## config.mk

```make
export PLATFORM = sky130hd
export DESIGN_NAME = dual_edge_gpio_interface
export DESIGN_NICKNAME = d
export VERILOG_FILES = /design/src/gpio_pkg.sv /design/src/sampled_pins_if.sv /design/src/pin_filter.sv /design/src/dual_edge_gpio_interface.sv
export SDC_FILE = /design/constraint.sdc
export NUM_CORES = 1
export LEC_CHECK = 0
export BUFFER_PORTS_ARGS = -buffer_cell sky130_fd_sc_hd__buf_4
export CORE_AREA = 5 5 74 76
export DETAILED_ROUTE_END_ITERATION = 8
export DIE_AREA = 0 0 79 81
export PLACE_DENSITY = 0.74
export SETUP_SLACK_MARGIN = 0.2
export SLEW_MARGIN = 10
export SYNTH_ARGS = -nofsm -noshare
export SYNTH_HDL_FRONTEND = slang
export SYNTH_SLANG_ARGS = --single-unit
```

## constraint.sdc

```tcl
create_clock -name clk_sys -period 1.37 [get_ports clk_sys]
set_input_delay 0.137 -clock clk_sys [delete_from_list [all_inputs] [get_ports clk_sys]]
set_output_delay 0.137 -clock clk_sys [all_outputs]
set_load 0.01 [all_outputs]
```

## src/gpio_pkg.sv

```systemverilog
package gpio_pkg;

   // ==========================================================
   // Register map
   localparam int APB_ADDR_WIDTH = 8;
   localparam logic [7:0] CTRL_OFFSET = 8'h00;
   localparam logic [7:0] STATUS_OFFSET = 8'h04;

   // ==========================================================
   // Control register fields
   localparam int CTRL_WIDTH = 5;
   localparam int CTRL_IN_REG_BIT = 0;
   localparam int CTRL_OUT_REG_BIT = 1;
   localparam int CTRL_OE_REG_BIT = 2;
   localparam int CTRL_DUAL_BIT = 3;
   localparam int CTRL_RESYNC_BIT = 4;
   localparam logic [4:0] CTRL_RESET = 5'h07;

   // ==========================================================
   // Status register fields
   localparam int STAT_IN_LSB = 0;
   localparam int STAT_PAD_BIT = 2;
   localparam int STAT_OE_BIT = 3;
   localparam int STAT_OUT_BIT = 4;
   localparam int STAT_DUAL_BIT = 5;
   localparam int STAT_CAPABLE_BIT = 6;

   // ==========================================================
   // Pin sampling
   localparam int SYNC_STAGES = 3;
   localparam int PIN_COUNT = 3;
   localparam int PIN_PAD = 0;
   localparam int PIN_IN_CLK = 1;
   localparam int PIN_OUT_CLK = 2;

endpackage

```

## src/sampled_pins_if.sv

```systemverilog
`timescale 1ns/10ps
interface sampled_pins_if #(
   parameter int N = 3
);
   logic [N-1:0] raw;
   logic [N-1:0] level;
   logic [N-1:0] rise;
   logic [N-1:0] fall;

   modport sampler (
      input raw,
      output level,
      output rise,
      output fall
   );
   modport user (
      output raw,
      input level,
      input rise,
      input fall
   );
endinterface

```

## src/pin_filter.sv

```systemverilog
`timescale 1ns/10ps
module pin_filter
   import gpio_pkg::*;
#(
   parameter int N = 3
) (
   input wire logic clk_sys,
   input wire logic resetn,
   input wire logic clk_en,
   sampled_pins_if.sampler pins
);

   // ==========================================================
   // Three-stage sampling, change accepted when stages two and three agree
   genvar g;
   generate
      for (g = 0; g < N; g = g + 1) begin : gen_pin
         logic [SYNC_STAGES-1:0] stage_q;
         logic level_q;
         logic rise_q;
         logic fall_q;

         always_ff @(posedge clk_sys or negedge resetn) begin
            if (!resetn) begin
               stage_q <= '0;
            end else if (clk_en) begin
               stage_q <= {stage_q[SYNC_STAGES-2:0], pins.raw[g]};
            end
         end

         always_ff @(posedge clk_sys or negedge resetn) begin
            if (!resetn) begin
               level_q <= 1'b0;
               rise_q <= 1'b0;
               fall_q <= 1'b0;
            end else if (clk_en) begin
               rise_q <= 1'b0;
               fall_q <= 1'b0;
               if ((stage_q[1] == stage_q[2]) && (stage_q[2] != level_q)) begin
                  level_q <= stage_q[2];
                  rise_q <= stage_q[2];
                  fall_q <= ~stage_q[2];
               end
            end
         end

         assign pins.level[g] = level_q;
         assign pins.rise[g] = rise_q;
         assign pins.fall[g] = fall_q;
      end
   endgenerate

endmodule

```

## src/dual_edge_gpio_interface.sv

```systemverilog
`timescale 1ns/10ps
// What this block does
// (RQ1) Dual-edge off: input only on bit 0
// (RQ2) Dual-edge input: rising sample on bit 0
// (RQ3) Dual-edge input: falling sample on bit 1
// (RQ4) Dual-edge off: pad driven from bit 0
// (RQ5) Dual-edge output: bit 0 rising, bit 1 falling
// (RQ6) Output and enable use output clock; enable bypassable
// (RQ7) Input registers use separate input clock
// (RQ8) No input register: pad goes to bypass output
// (RQ9) Dual-edge moves two bits per clock
// (RQ10) Normal sub-mode: each bit on own edge
// (RQ11) Resync sub-mode: core sees rising-edge changes only
// (RQ12) Resync: falling sample delayed half a cycle
// (RQ13) Dual-edge only on capable cells
// (RQ14) Core must not enable unsupported dual-edge
// (RQ15) Pad driven only while enable high
module dual_edge_gpio_interface
   import gpio_pkg::*;
#(
   parameter bit DUAL_EDGE_CAPABLE = 1'b1
) (
   input wire logic clk_sys,
   input wire logic resetn,
   input wire logic clk_en,
   input wire logic [APB_ADDR_WIDTH-1:0] paddr,
   input wire logic psel,
   input wire logic penable,
   input wire logic pwrite,
   input wire logic [31:0] pwdata,
   input wire logic [3:0] pstrb,
   output logic [31:0] prdata,
   output logic pready,
   output logic pslverr,
   input wire logic input_side_clock,
   input wire logic output_side_clock,
   input wire logic [1:0] out_data,
   input wire logic oe,
   output logic [1:0] in_data,
   output logic bypass_input,
   input wire logic pad_in,
   output logic pad_out,
   output logic pad_oe
);

   // ==========================================================
   // Elaboration checks
   generate
      if (APB_ADDR_WIDTH < 3) begin : gen_bad_addr
         $error("Address width too small for register map");
      end
      if (SYNC_STAGES < 3) begin : gen_bad_sync
         $error("Pin sampling needs three stages");
      end
      if ((PIN_PAD == PIN_IN_CLK) || (PIN_PAD == PIN_OUT_CLK) || (PIN_IN_CLK == PIN_OUT_CLK)) begin : gen_bad_share
         $error("Sampled pins share a slot");
      end
      if ((PIN_PAD >= PIN_COUNT) || (PIN_IN_CLK >= PIN_COUNT) || (PIN_OUT_CLK >= PIN_COUNT)) begin : gen_bad_index
         $error("Sampled pin slot beyond sampler width");
      end
      if ((CTRL_IN_REG_BIT >= CTRL_WIDTH) || (CTRL_OUT_REG_BIT >= CTRL_WIDTH)) begin : gen_bad_ctrl_a
         $error("Register option bit beyond control width");
      end
      if ((CTRL_OE_REG_BIT >= CTRL_WIDTH) || (CTRL_DUAL_BIT >= CTRL_WIDTH) || (CTRL_RESYNC_BIT >= CTRL_WIDTH)) begin : gen_bad_ctrl_b
         $error("Mode bit beyond control width");
      end
      if ((STAT_IN_LSB + 2 > STAT_PAD_BIT) || (STAT_CAPABLE_BIT > 31)) begin : gen_bad_status
         $error("Status fields overlap or leave the data word");
      end
      if (CTRL_OFFSET == STATUS_OFFSET) begin : gen_bad_map
         $error("Registers share an offset");
      end
   endgenerate

   // ==========================================================
   // Sampling of pad and the two core clocks
   sampled_pins_if #(.N(PIN_COUNT)) pins ();

   assign pins.raw[PIN_PAD] = pad_in;
   assign pins.raw[PIN_IN_CLK] = input_side_clock;
   assign pins.raw[PIN_OUT_CLK] = output_side_clock;

   pin_filter #(.N(PIN_COUNT)) u_pin_filter (
      .clk_sys(clk_sys),
      .resetn(resetn),
      .clk_en(clk_en),
      .pins(pins.sampler)
   );

   logic pad_level;
   logic in_rise;
   logic in_fall;
   logic out_rise;
   logic out_fall;

   assign pad_level = pins.level[PIN_PAD];
   assign in_rise = pins.rise[PIN_IN_CLK];
   assign in_fall = pins.fall[PIN_IN_CLK];
   assign out_rise = pins.rise[PIN_OUT_CLK];
   assign out_fall = pins.fall[PIN_OUT_CLK];

   // ==========================================================
   // Control register and derived modes
   logic [CTRL_WIDTH-1:0] ctrl_q;
   logic in_registered;
   logic out_registered;
   logic oe_registered;
   logic dual_on;
   logic resync_on;

   assign in_registered = ctrl_q[CTRL_IN_REG_BIT];
   assign out_registered = ctrl_q[CTRL_OUT_REG_BIT];
   assign oe_registered = ctrl_q[CTRL_OE_REG_BIT];
   assign dual_on = DUAL_EDGE_CAPABLE & ctrl_q[CTRL_DUAL_BIT]; // [RQ13] [RQ14]
   assign resync_on = ctrl_q[CTRL_RESYNC_BIT];

   // ==========================================================
   // APB slave
   logic ack_q;
   logic err_q;
   logic [31:0] rdata_q;
   logic setup_phase;
   logic access_done;
   logic addr_ctrl;
   logic addr_status;
   logic [31:0] status_word;

   assign setup_phase = psel & ~penable & clk_en;
   assign access_done = psel & penable & pready;
   assign addr_ctrl = (paddr == CTRL_OFFSET);
   assign addr_status = (paddr == STATUS_OFFSET);
   assign pready = ack_q & clk_en;
   assign pslverr = ack_q & err_q;
   assign prdata = rdata_q;

   always_comb begin
      status_word = 32'h0000_0000;
      status_word[STAT_IN_LSB +: 2] = in_data;
      status_word[STAT_PAD_BIT] = pad_level;
      status_word[STAT_OE_BIT] = pad_oe;
      status_word[STAT_OUT_BIT] = pad_out;
      status_word[STAT_DUAL_BIT] = dual_on;
      status_word[STAT_CAPABLE_BIT] = DUAL_EDGE_CAPABLE;
   end

   always_ff @(posedge clk_sys or negedge resetn) begin
      if (!resetn) begin
         rdata_q <= 32'h0000_0000;
      end else if (clk_en) begin
         if (setup_phase) begin
            if (addr_ctrl && !pwrite) begin
               rdata_q <= {{(32 - CTRL_WIDTH){1'b0}}, ctrl_q};
            end else if (addr_status && !pwrite) begin
               rdata_q <= status_word;
            end else begin
               rdata_q <= 32'h0000_0000;
            end
         end
      end
   end

   always_ff @(posedge clk_sys or negedge resetn) begin
      if (!resetn) begin
         ack_q <= 1'b0;
         err_q <= 1'b0;
      end else if (clk_en) begin
         if (setup_phase) begin
            ack_q <= 1'b1;
            err_q <= ~(addr_ctrl | addr_status);
         end else if (access_done) begin
            ack_q <= 1'b0;
            err_q <= 1'b0;
         end
      end
   end

   always_ff @(posedge clk_sys or negedge resetn) begin
      if (!resetn) begin
         ctrl_q <= CTRL_RESET;
      end else if (clk_en) begin
         if (access_done && pwrite && addr_ctrl && pstrb[0]) begin
            ctrl_q <= pwdata[CTRL_WIDTH-1:0];
         end
      end
   end

   // ==========================================================
   // Input path, timed by the input-side clock when registered, else by the system clock
   logic [1:0] in_data_q;
   logic fall_hold_q;
   logic bypass_q;

   always_ff @(posedge clk_sys or negedge resetn) begin
      if (!resetn) begin
         in_data_q <= 2'h0;
      end else if (clk_en) begin
         if (!in_registered) begin
            in_data_q <= {1'b0, pad_level}; // [RQ1]
         end else begin
            if (dual_on && resync_on) begin
               if (in_rise) begin
                  in_data_q <= {fall_hold_q, pad_level}; // [RQ11] [RQ12] [RQ9]
               end
            end else if (dual_on) begin
               if (in_rise) begin
                  in_data_q[0] <= pad_level; // [RQ2] [RQ10] [RQ7]
               end
               if (in_fall) begin
                  in_data_q[1] <= pad_level; // [RQ3] [RQ10] [RQ9]
               end
            end else if (in_rise) begin
               in_data_q <= {1'b0, pad_level}; // [RQ1] [RQ7]
            end
         end
      end
   end

   always_ff @(posedge clk_sys or negedge resetn) begin
      if (!resetn) begin
         fall_hold_q <= 1'b0;
      end else if (clk_en) begin
         if (in_fall) begin
            fall_hold_q <= pad_level; // [RQ12]
         end
      end
   end

   always_ff @(posedge clk_sys or negedge resetn) begin
      if (!resetn) begin
         bypass_q <= 1'b0;
      end else if (clk_en) begin
         if (!in_registered) begin
            bypass_q <= pad_level; // [RQ8]
         end else begin
            bypass_q <= 1'b0;
         end
      end
   end

   assign in_data = in_data_q;
   assign bypass_input = bypass_q;

   // ==========================================================
   // Output path, timed by the output-side clock when registered, else by the system clock
   logic pad_out_q;
   logic out_hold_q;

   always_ff @(posedge clk_sys or negedge resetn) begin
      if (!resetn) begin
         pad_out_q <= 1'b0;
      end else if (clk_en) begin
         if (!out_registered) begin
            pad_out_q <= out_data[0]; // [RQ4]
         end else if (dual_on && resync_on) begin
            if (out_rise) begin
               pad_out_q <= out_data[0]; // [RQ11] [RQ5]
            end else if (out_fall) begin
               pad_out_q <= out_hold_q; // [RQ11] [RQ5] [RQ9]
            end
         end else if (dual_on) begin
            if (out_rise) begin
               pad_out_q <= out_data[0]; // [RQ5] [RQ10] [RQ6]
            end else if (out_fall) begin
               pad_out_q <= out_data[1]; // [RQ5] [RQ10] [RQ9]
            end
         end else if (out_rise) begin
            pad_out_q <= out_data[0]; // [RQ4] [RQ6]
         end
      end
   end

   always_ff @(posedge clk_sys or negedge resetn) begin
      if (!resetn) begin
         out_hold_q <= 1'b0;
      end else if (clk_en) begin
         if (out_rise) begin
            out_hold_q <= out_data[1]; // [RQ11]
         end
      end
   end

   // ==========================================================
   // Output enable, registered or passed through
   logic oe_q;

   always_ff @(posedge clk_sys or negedge resetn) begin
      if (!resetn) begin
         oe_q <= 1'b0;
      end else if (clk_en) begin
         if (!oe_registered) begin
            oe_q <= oe; // [RQ6]
         end else if (out_rise) begin
            oe_q <= oe; // [RQ6]
         end
      end
   end

   // ==========================================================
   // Pad drive
   assign pad_out = pad_out_q;
   assign pad_oe = oe_q; // [RQ15]

endmodule

```

==> run summary, run 1 <==
met1 WL = 1.56 mm
port bufs = 39
root buffer cell = clkbuf_8
Layout area overhead = 29.9%
Num Clock Sinks = 37
Slowest cell on crit path = dfrtp_1
vias in the first global route = 1225
Worst EP arrival = 1.52 ns
R2R depth = 3
commonest non-fill, non-tap cell in the layout = buf_4
global placement routability congestion = 0.743
CP Capture Type = flop
RSZ-0062 raised after global routing = yes
crit-path cells = mux2_4 -> mux2_4 -> mux2_4
post-synthesis register bit count = 37
DR WL/cell = 13.8 µm
fin cells = 276
minimum clock period after layout = 1.34 ns
first-pass GRT wire length = 5.89 mm
clk_skew = 0.00399 ns
Int Pwr = 2.00 mW
asr flop ratio synth = 100%
WL met2 = 1.97 mm
pwr/cell area = 1130 nW/µm²
worst min-delay path category = in -> reg
DR vias/cell = 4.95
I/O pin total = 95
Synth warnings = 0
Post-Syn Area = 1870 µm²
cell mode on critical path = mux2_4
first drt pass iteration count = 4
most frequent cells in the layout = 42 x buf_4, 34 x dfrtp_1, 25 x conb_1
fin crit share = 98.1%
largest net degree at the start of global routing = 38
CTS tree = done
Crit Path Category = reg -> reg
Vert. Die Dim = 81 µm
status = finished, final reports clean
DRT iter0 DRCs = 50
CP max stage delay = 0.42 ns
clock latency on the worst-skew pair = 0.29 ns
Finish-stage setup viols = 0
Synth Instances = 170
placed cell count = 264
crit-path max FO = 2
Final Hold Viols = 0
DP Worst Slack = -0.192 ns
final net count = 277
PnR worst setup slack = 0.0258 ns
combinational fraction of design power = 18.9%
Detail Placement HPWL = 2.72 mm
CTS clk-pin slew, worst paths = 0.07 ns
grt ovf = 0
RR Endpoint = pad_out
worst r2r src = ctrl_q[4]
die extent in x = 79 µm
initial antenna violation count = 0
core area = 4660 µm²
CTS max path bufs = 2
Primary FF master, synth = dfrtp_1
GRT Util Overall = 11.9%
post-synth cell types = 34
startpoint types = flop
CP endpoint = pad_out
share of layout cells above drive strength 1 = 43.7%
Max VDD drop = 740 µV
syn avg cell area = 11.0 µm²
antenna viol nets, final = 0
Placed Area = 2200 µm²
full die area = 6400 µm²
Post-synth EDFFs = 0
H-tree depth = 2
Sequential Power Share = 50.8%
detailed route wirelength on metal3 = 214 µm
# DRC = 0
fin util = 52.1%
reported max-cap violation count = 0
R2R setup slack = 0.03 ns
Seq/Total Area, Yosys = 49.8%
ant diodes = 0
Setup crit start = ctrl_q[4]
Final Cell Area = 2430 µm²
CP Data Required Time = 1.55 ns
Clock Power Share = 30.4%
Initial Util = 40.1%
DR vias = 1366
Leakage = 1.16 nW
top sig layer = met4
hold path start = pwrite
WL final = 3.80 mm
Achievable Freq = 744 MHz
row cnt = 25
Num CTS Buffers = 5
sw frac = 26.8%
Final Max Tran Viols = 0
Net Sw Power = 731 µW
## logic make-up (layout without fill, tap and decap cells)
group / count (synthesis) / in the layout / share of synthesized area [%]
buffers and inverters: 39 / 67 / 12.9
AND/OR/NAND/NOR: 38 / 38 / 12.3
flip-flops: 37 / 37 / 49.8
AO/OA/AOI/OAI: 30 / 30 / 10.0
multiplexers: 25 / 25 / 14.7
other: 1 / 25 / 0.201
## how the worst min path moves through the flow
stage	depth (start not counted)	slack [ns]	endpoint
floorplan	0	-0.16	ack_q
global placement	1	0.13	u_pin_filter.gen_pin[2].stage_q[0]
detailed placement	1	0.13	u_pin_filter.gen_pin[2].stage_q[0]
CTS	2	0.05	prdata[6]
global route	2	0.06	prdata[6]
finish	2	0.05	prdata[6]
## metal layers
layer	track usage, %	up-vias
met5	0	-
met4	4.64	0
met3	3.33	7
met2	20.3	36
met1	14.2	676
li1	-	647
## power by group through the flow
stage | logic (mW) | registers (mW) | clock network (mW)
finish | 0.516 | 1.39 | 0.829
global route | 0.576 | 1.41 | 0.899
CTS | 0.507 | 1.38 | 0.853
detailed placement | 0.488 | 1.40 | 0
global placement | 0.475 | 1.39 | 0
floorplan | 0.342 | 1.38 | 0
## sequential cells by signal, summed over array words and instances, names as in the netlist
| signal | cells |
|---|---|
| u_pin_filter.gen_pin.stage_q | 9 |
| prdata | 7 |
| ctrl_q | 5 |
| u_pin_filter.gen_pin.level_q | 3 |
| in_data | 2 |
| u_pin_filter.gen_pin.fall_q | 2 |
| u_pin_filter.gen_pin.rise_q | 2 |
| ack_q | 1 |
| bypass_input | 1 |
| err_q | 1 |
| fall_hold_q | 1 |
| out_hold_q | 1 |
| pad_oe | 1 |
| pad_out | 1 |
## metrics by stage
step,power (mW),hold WS [ns],setup TNS (ns)
detailed placement,1.89,0.129,-1.97
finish,2.73,0.0543,0
floorplan,1.72,-0.159,-0.389
CTS,2.74,0.0491,0
global placement,1.87,0.126,-1.73
global route,2.89,0.0573,-0.00438
## final cells by class
cell class / count / area [µm²]
Multi-Input combinational cell: 118 / 881
Fill cell: 408 / 2230
Inverter: 8 / 31.3
Tap cell: 54 / 67.6
Clock buffer: 7 / 96.3
Timing Repair Buffer: 51 / 415
Sequential cell: 37 / 930
Clock inverter: 1 / 5.00
## cells in the mapped netlist (3+ instances only)
cell / instances / share of area [%]
buf_4: 25 / 10
mux2i_1: 5 / 2.7
nand2_1: 16 / 3.2
clkbuf_1: 4 / 0.80
a21oi_1: 4 / 1.1
dfrtp_1: 34 / 46
inv_1: 7 / 1.4
mux2_2: 20 / 12
nand3b_1: 5 / 2.0
o31ai_1: 6 / 2.4
o21ai_0: 12 / 3.2
dfstp_2: 3 / 4.2
## worst max-delay path: cells and delay by family, from the launching register on
family,cells,cell delay (ns)
DFF,1,0.42
muxes,3,0.82
## what timing repair did
item / in CTS / in global routing
endpoints found under the setup margin: 14 / 15
cloned: 0 / 0
hold buffers: 1 / 0
setup buffers: 1 / 2
pin swaps: 3 / 2
hold endpoints to repair: 34 / 0
resized for setup: 12 / 11
No activity file was read; power rests on OpenSTA's default activity.
==> inputs of run 2 (changes only) <==
--- a/config.mk
+++ b/config.mk
@@ -6,10 +6,13 @@
 export NUM_CORES = 1
 export LEC_CHECK = 0
 export BUFFER_PORTS_ARGS = -buffer_cell sky130_fd_sc_hd__buf_4
-export CORE_AREA = 5 5 74 76
+export CELL_PAD_IN_SITES_DETAIL_PLACEMENT = 0
+export CELL_PAD_IN_SITES_GLOBAL_PLACEMENT = 1
+export CORE_AREA = 5 5 85 87
 export DETAILED_ROUTE_END_ITERATION = 8
-export DIE_AREA = 0 0 79 81
-export PLACE_DENSITY = 0.74
+export DIE_AREA = 0 0 90 92
+export PLACE_DENSITY_LB_ADDON = 0.1
+export RECOVER_POWER = 100
 export SETUP_SLACK_MARGIN = 0.2
 export SLEW_MARGIN = 10
 export SYNTH_ARGS = -nofsm -noshare
==> run summary, run 2 (synthesis results as in run 1) <==
hold endpoint = prdata[6]
final net count = 279 (+0.72%)
Crit Path Category = reg -> reg
Design Power = 2.64 mW (-3.2%)
die extent in x = 90 µm (+14%)
Final Hold Viols = 0 (unchanged)
initial antenna violation count = 0 (unchanged)
commonest non-fill, non-tap cell in the layout = dfrtp_1
Layout area overhead = 26.7%
status = finished, final reports clean
crit-path max FO = 2 (unchanged)
most frequent cells in the layout = 34 x dfrtp_1, 29 x buf_4, 25 x conb_1
RSZ-0062 raised after global routing = yes
fin cells = 301 (+9.1%)
grt ovf = 0 (unchanged)
CTS clk-pin slew, worst paths = 0.07 ns (about the same)
root buffer cell = clkbuf_8
DRT iter0 DRCs = 31 (-38%)
hold path start = pwrite
GRT Util Overall = 10.4% (-1.5 points)
reported max-cap violation count = 0 (unchanged)
# DRC = 0 (unchanged)
Detail Placement HPWL = 3.13 mm (+15%)
DR WL/cell = 14.1 µm (+2.4%)
Max VDD drop = 605 µV (-18%)
Vert. Die Dim = 92 µm (+14%)
placed cell count = 287 (+8.7%)
R2R setup slack = 0.04 ns (+0.02 ns)
full die area = 8280 µm² (+29%)
CTS max path bufs = 2 (unchanged)
Achievable Freq = 753 MHz (+1.2%)
CTS tree = done
clock latency on the worst-skew pair = 0.28 ns (about the same)
DR vias = 1357 (-0.66%)
largest net degree at the start of global routing = 38 (unchanged)
first-pass GRT wire length = 7.01 mm (+19%)
ant diodes = 0 (unchanged)
WL final = 4.25 mm (+12%)
row cnt = 29 (+16%)
Placed Area = 2220 µm² (+1.3%)
worst r2r src = ctrl_q[4]
clk_skew = 0.00654 ns (+0.00256 ns)
Finish-stage setup viols = 0 (unchanged)
CP Capture Type = flop
minimum clock period after layout = 1.33 ns (-0.0165 ns)
vias in the first global route = 1449 (+18%)
first drt pass iteration count = 4 (unchanged)
Worst-Margin Slew = 0.942 ns
startpoint types = flop
Worst EP arrival = 1.49 ns (-0.03 ns)
CP Data Required Time = 1.53 ns (-0.02 ns)
Fillers = 669 (+64%)
DR vias/cell = 4.51 (-8.9%)
Final Cell Area = 2370 µm² (-2.4%)
Final Max Tran Viols = 0 (unchanged)
Top reg by flops = u_pin_filter.gen_pin.stage_q
max FFs per register = 9 (unchanged)
I/O pin total = 95 (unchanged)
Slew HR = 37.2%
Initial Util = 29.8% (-10 points)
RR Endpoint = pad_out
worst min-delay path category = in -> reg
pwr/cell area = 1120 nW/µm² (-0.85%)
antenna viol nets, final = 0 (unchanged)
global placement routability congestion = 0.719 (-3.2%)
core area = 6280 µm² (+35%)
H-tree depth = 2 (unchanged)
Worst Hold Depth = 2 (unchanged)
Leakage = 1.09 nW (-6.4%)
fin crit share = 96.9% (-1.2 points)
R2R depth = 3 (unchanged)
Num CTS Buffers = 5 (unchanged)
Num Clock Sinks = 37 (unchanged)
share of layout cells above drive strength 1 = 35.3% (-8.4 points)
port bufs = 39 (unchanged)
==> run 2: cell types whose count changed in the layout (fill, tap and decap cells not counted), sizes merged <==
| cell | before | now |
|---|---|---|
| clkbuf | 7 | 26 |
| buf | 50 | 34 |
| clkinv | 2 | 1 |
==> run 2: area by class of cell <==
cell class | instances | area [µm²] | area share, %
multi-input combinational | 118 | 857 | 36.2
timing repair buffer | 53 | 363 | 15.3
clock buffer | 8 | 90.1 | 3.81
tap | 77 | 96.3 | 4.07
sequential | 37 | 930 | 39.3
inverter | 8 | 31.3 | 1.32
==> run 2: how the worst max path moves through the flow <==
stage / startpoint / end
final: ctrl_q[4] / pad_out
after global routing: ack_q / pready
after CTS: ctrl_q[4] / pad_out
after detailed placement: paddr[6] / prdata[3]
after global placement: paddr[6] / ctrl_q[4]
after floorplan: paddr[6] / ctrl_q[0]
==> run 2: per-layer routing <==
metal	vias to the layer above	share of wire (%)	track usage, %
met3	5	7.1	3.76
met5	-	0	0
li1	651	-	-
met4	0	1.2	3.72
met1	655	43	12.4
met2	46	48	17.1
==> run 2: timing repair <==
action,CTS,global route
hold buffers,1,0
pin swaps,4,0
cloned,0,0
hold endpoints to repair,34,0
gates resized for setup,19,6
setup endpoints to repair,17,18
setup buffers,4,1
==> run 2: power breakdown <==
group          switching (mW)  total, mW  internal (mW)  leakage [nW]
Sequential              0.121       1.38           1.25         0.459
Clock                   0.363      0.774          0.410        0.0455
Combinational           0.230      0.492          0.262         0.586
Total                   0.714       2.64           1.93          1.09
==> run 2: metrics by stage <==
step | hold WS (ns) | setup slack [ns] | utilization [%] | TNS [ns]
global route | 0.0653 | 0.00646 | 37.7 | 0
CTS | 0.0474 | 0.0250 | 38.6 | 0
global placement | 0.136 | -0.184 | 35.4 | -2.08
detailed placement | 0.137 | -0.211 | 35.4 | -2.30
finish | 0.0591 | 0.0423 | 37.7 | 0
floorplan | -0.159 | -0.0588 | - | -0.389
==> run 2: critical path, stage by stage, from the launching register on <==
cell,delay [ns]
dfrtp_1,0.40
mux2_4,0.30
mux2_2,0.26
mux2_4,0.26
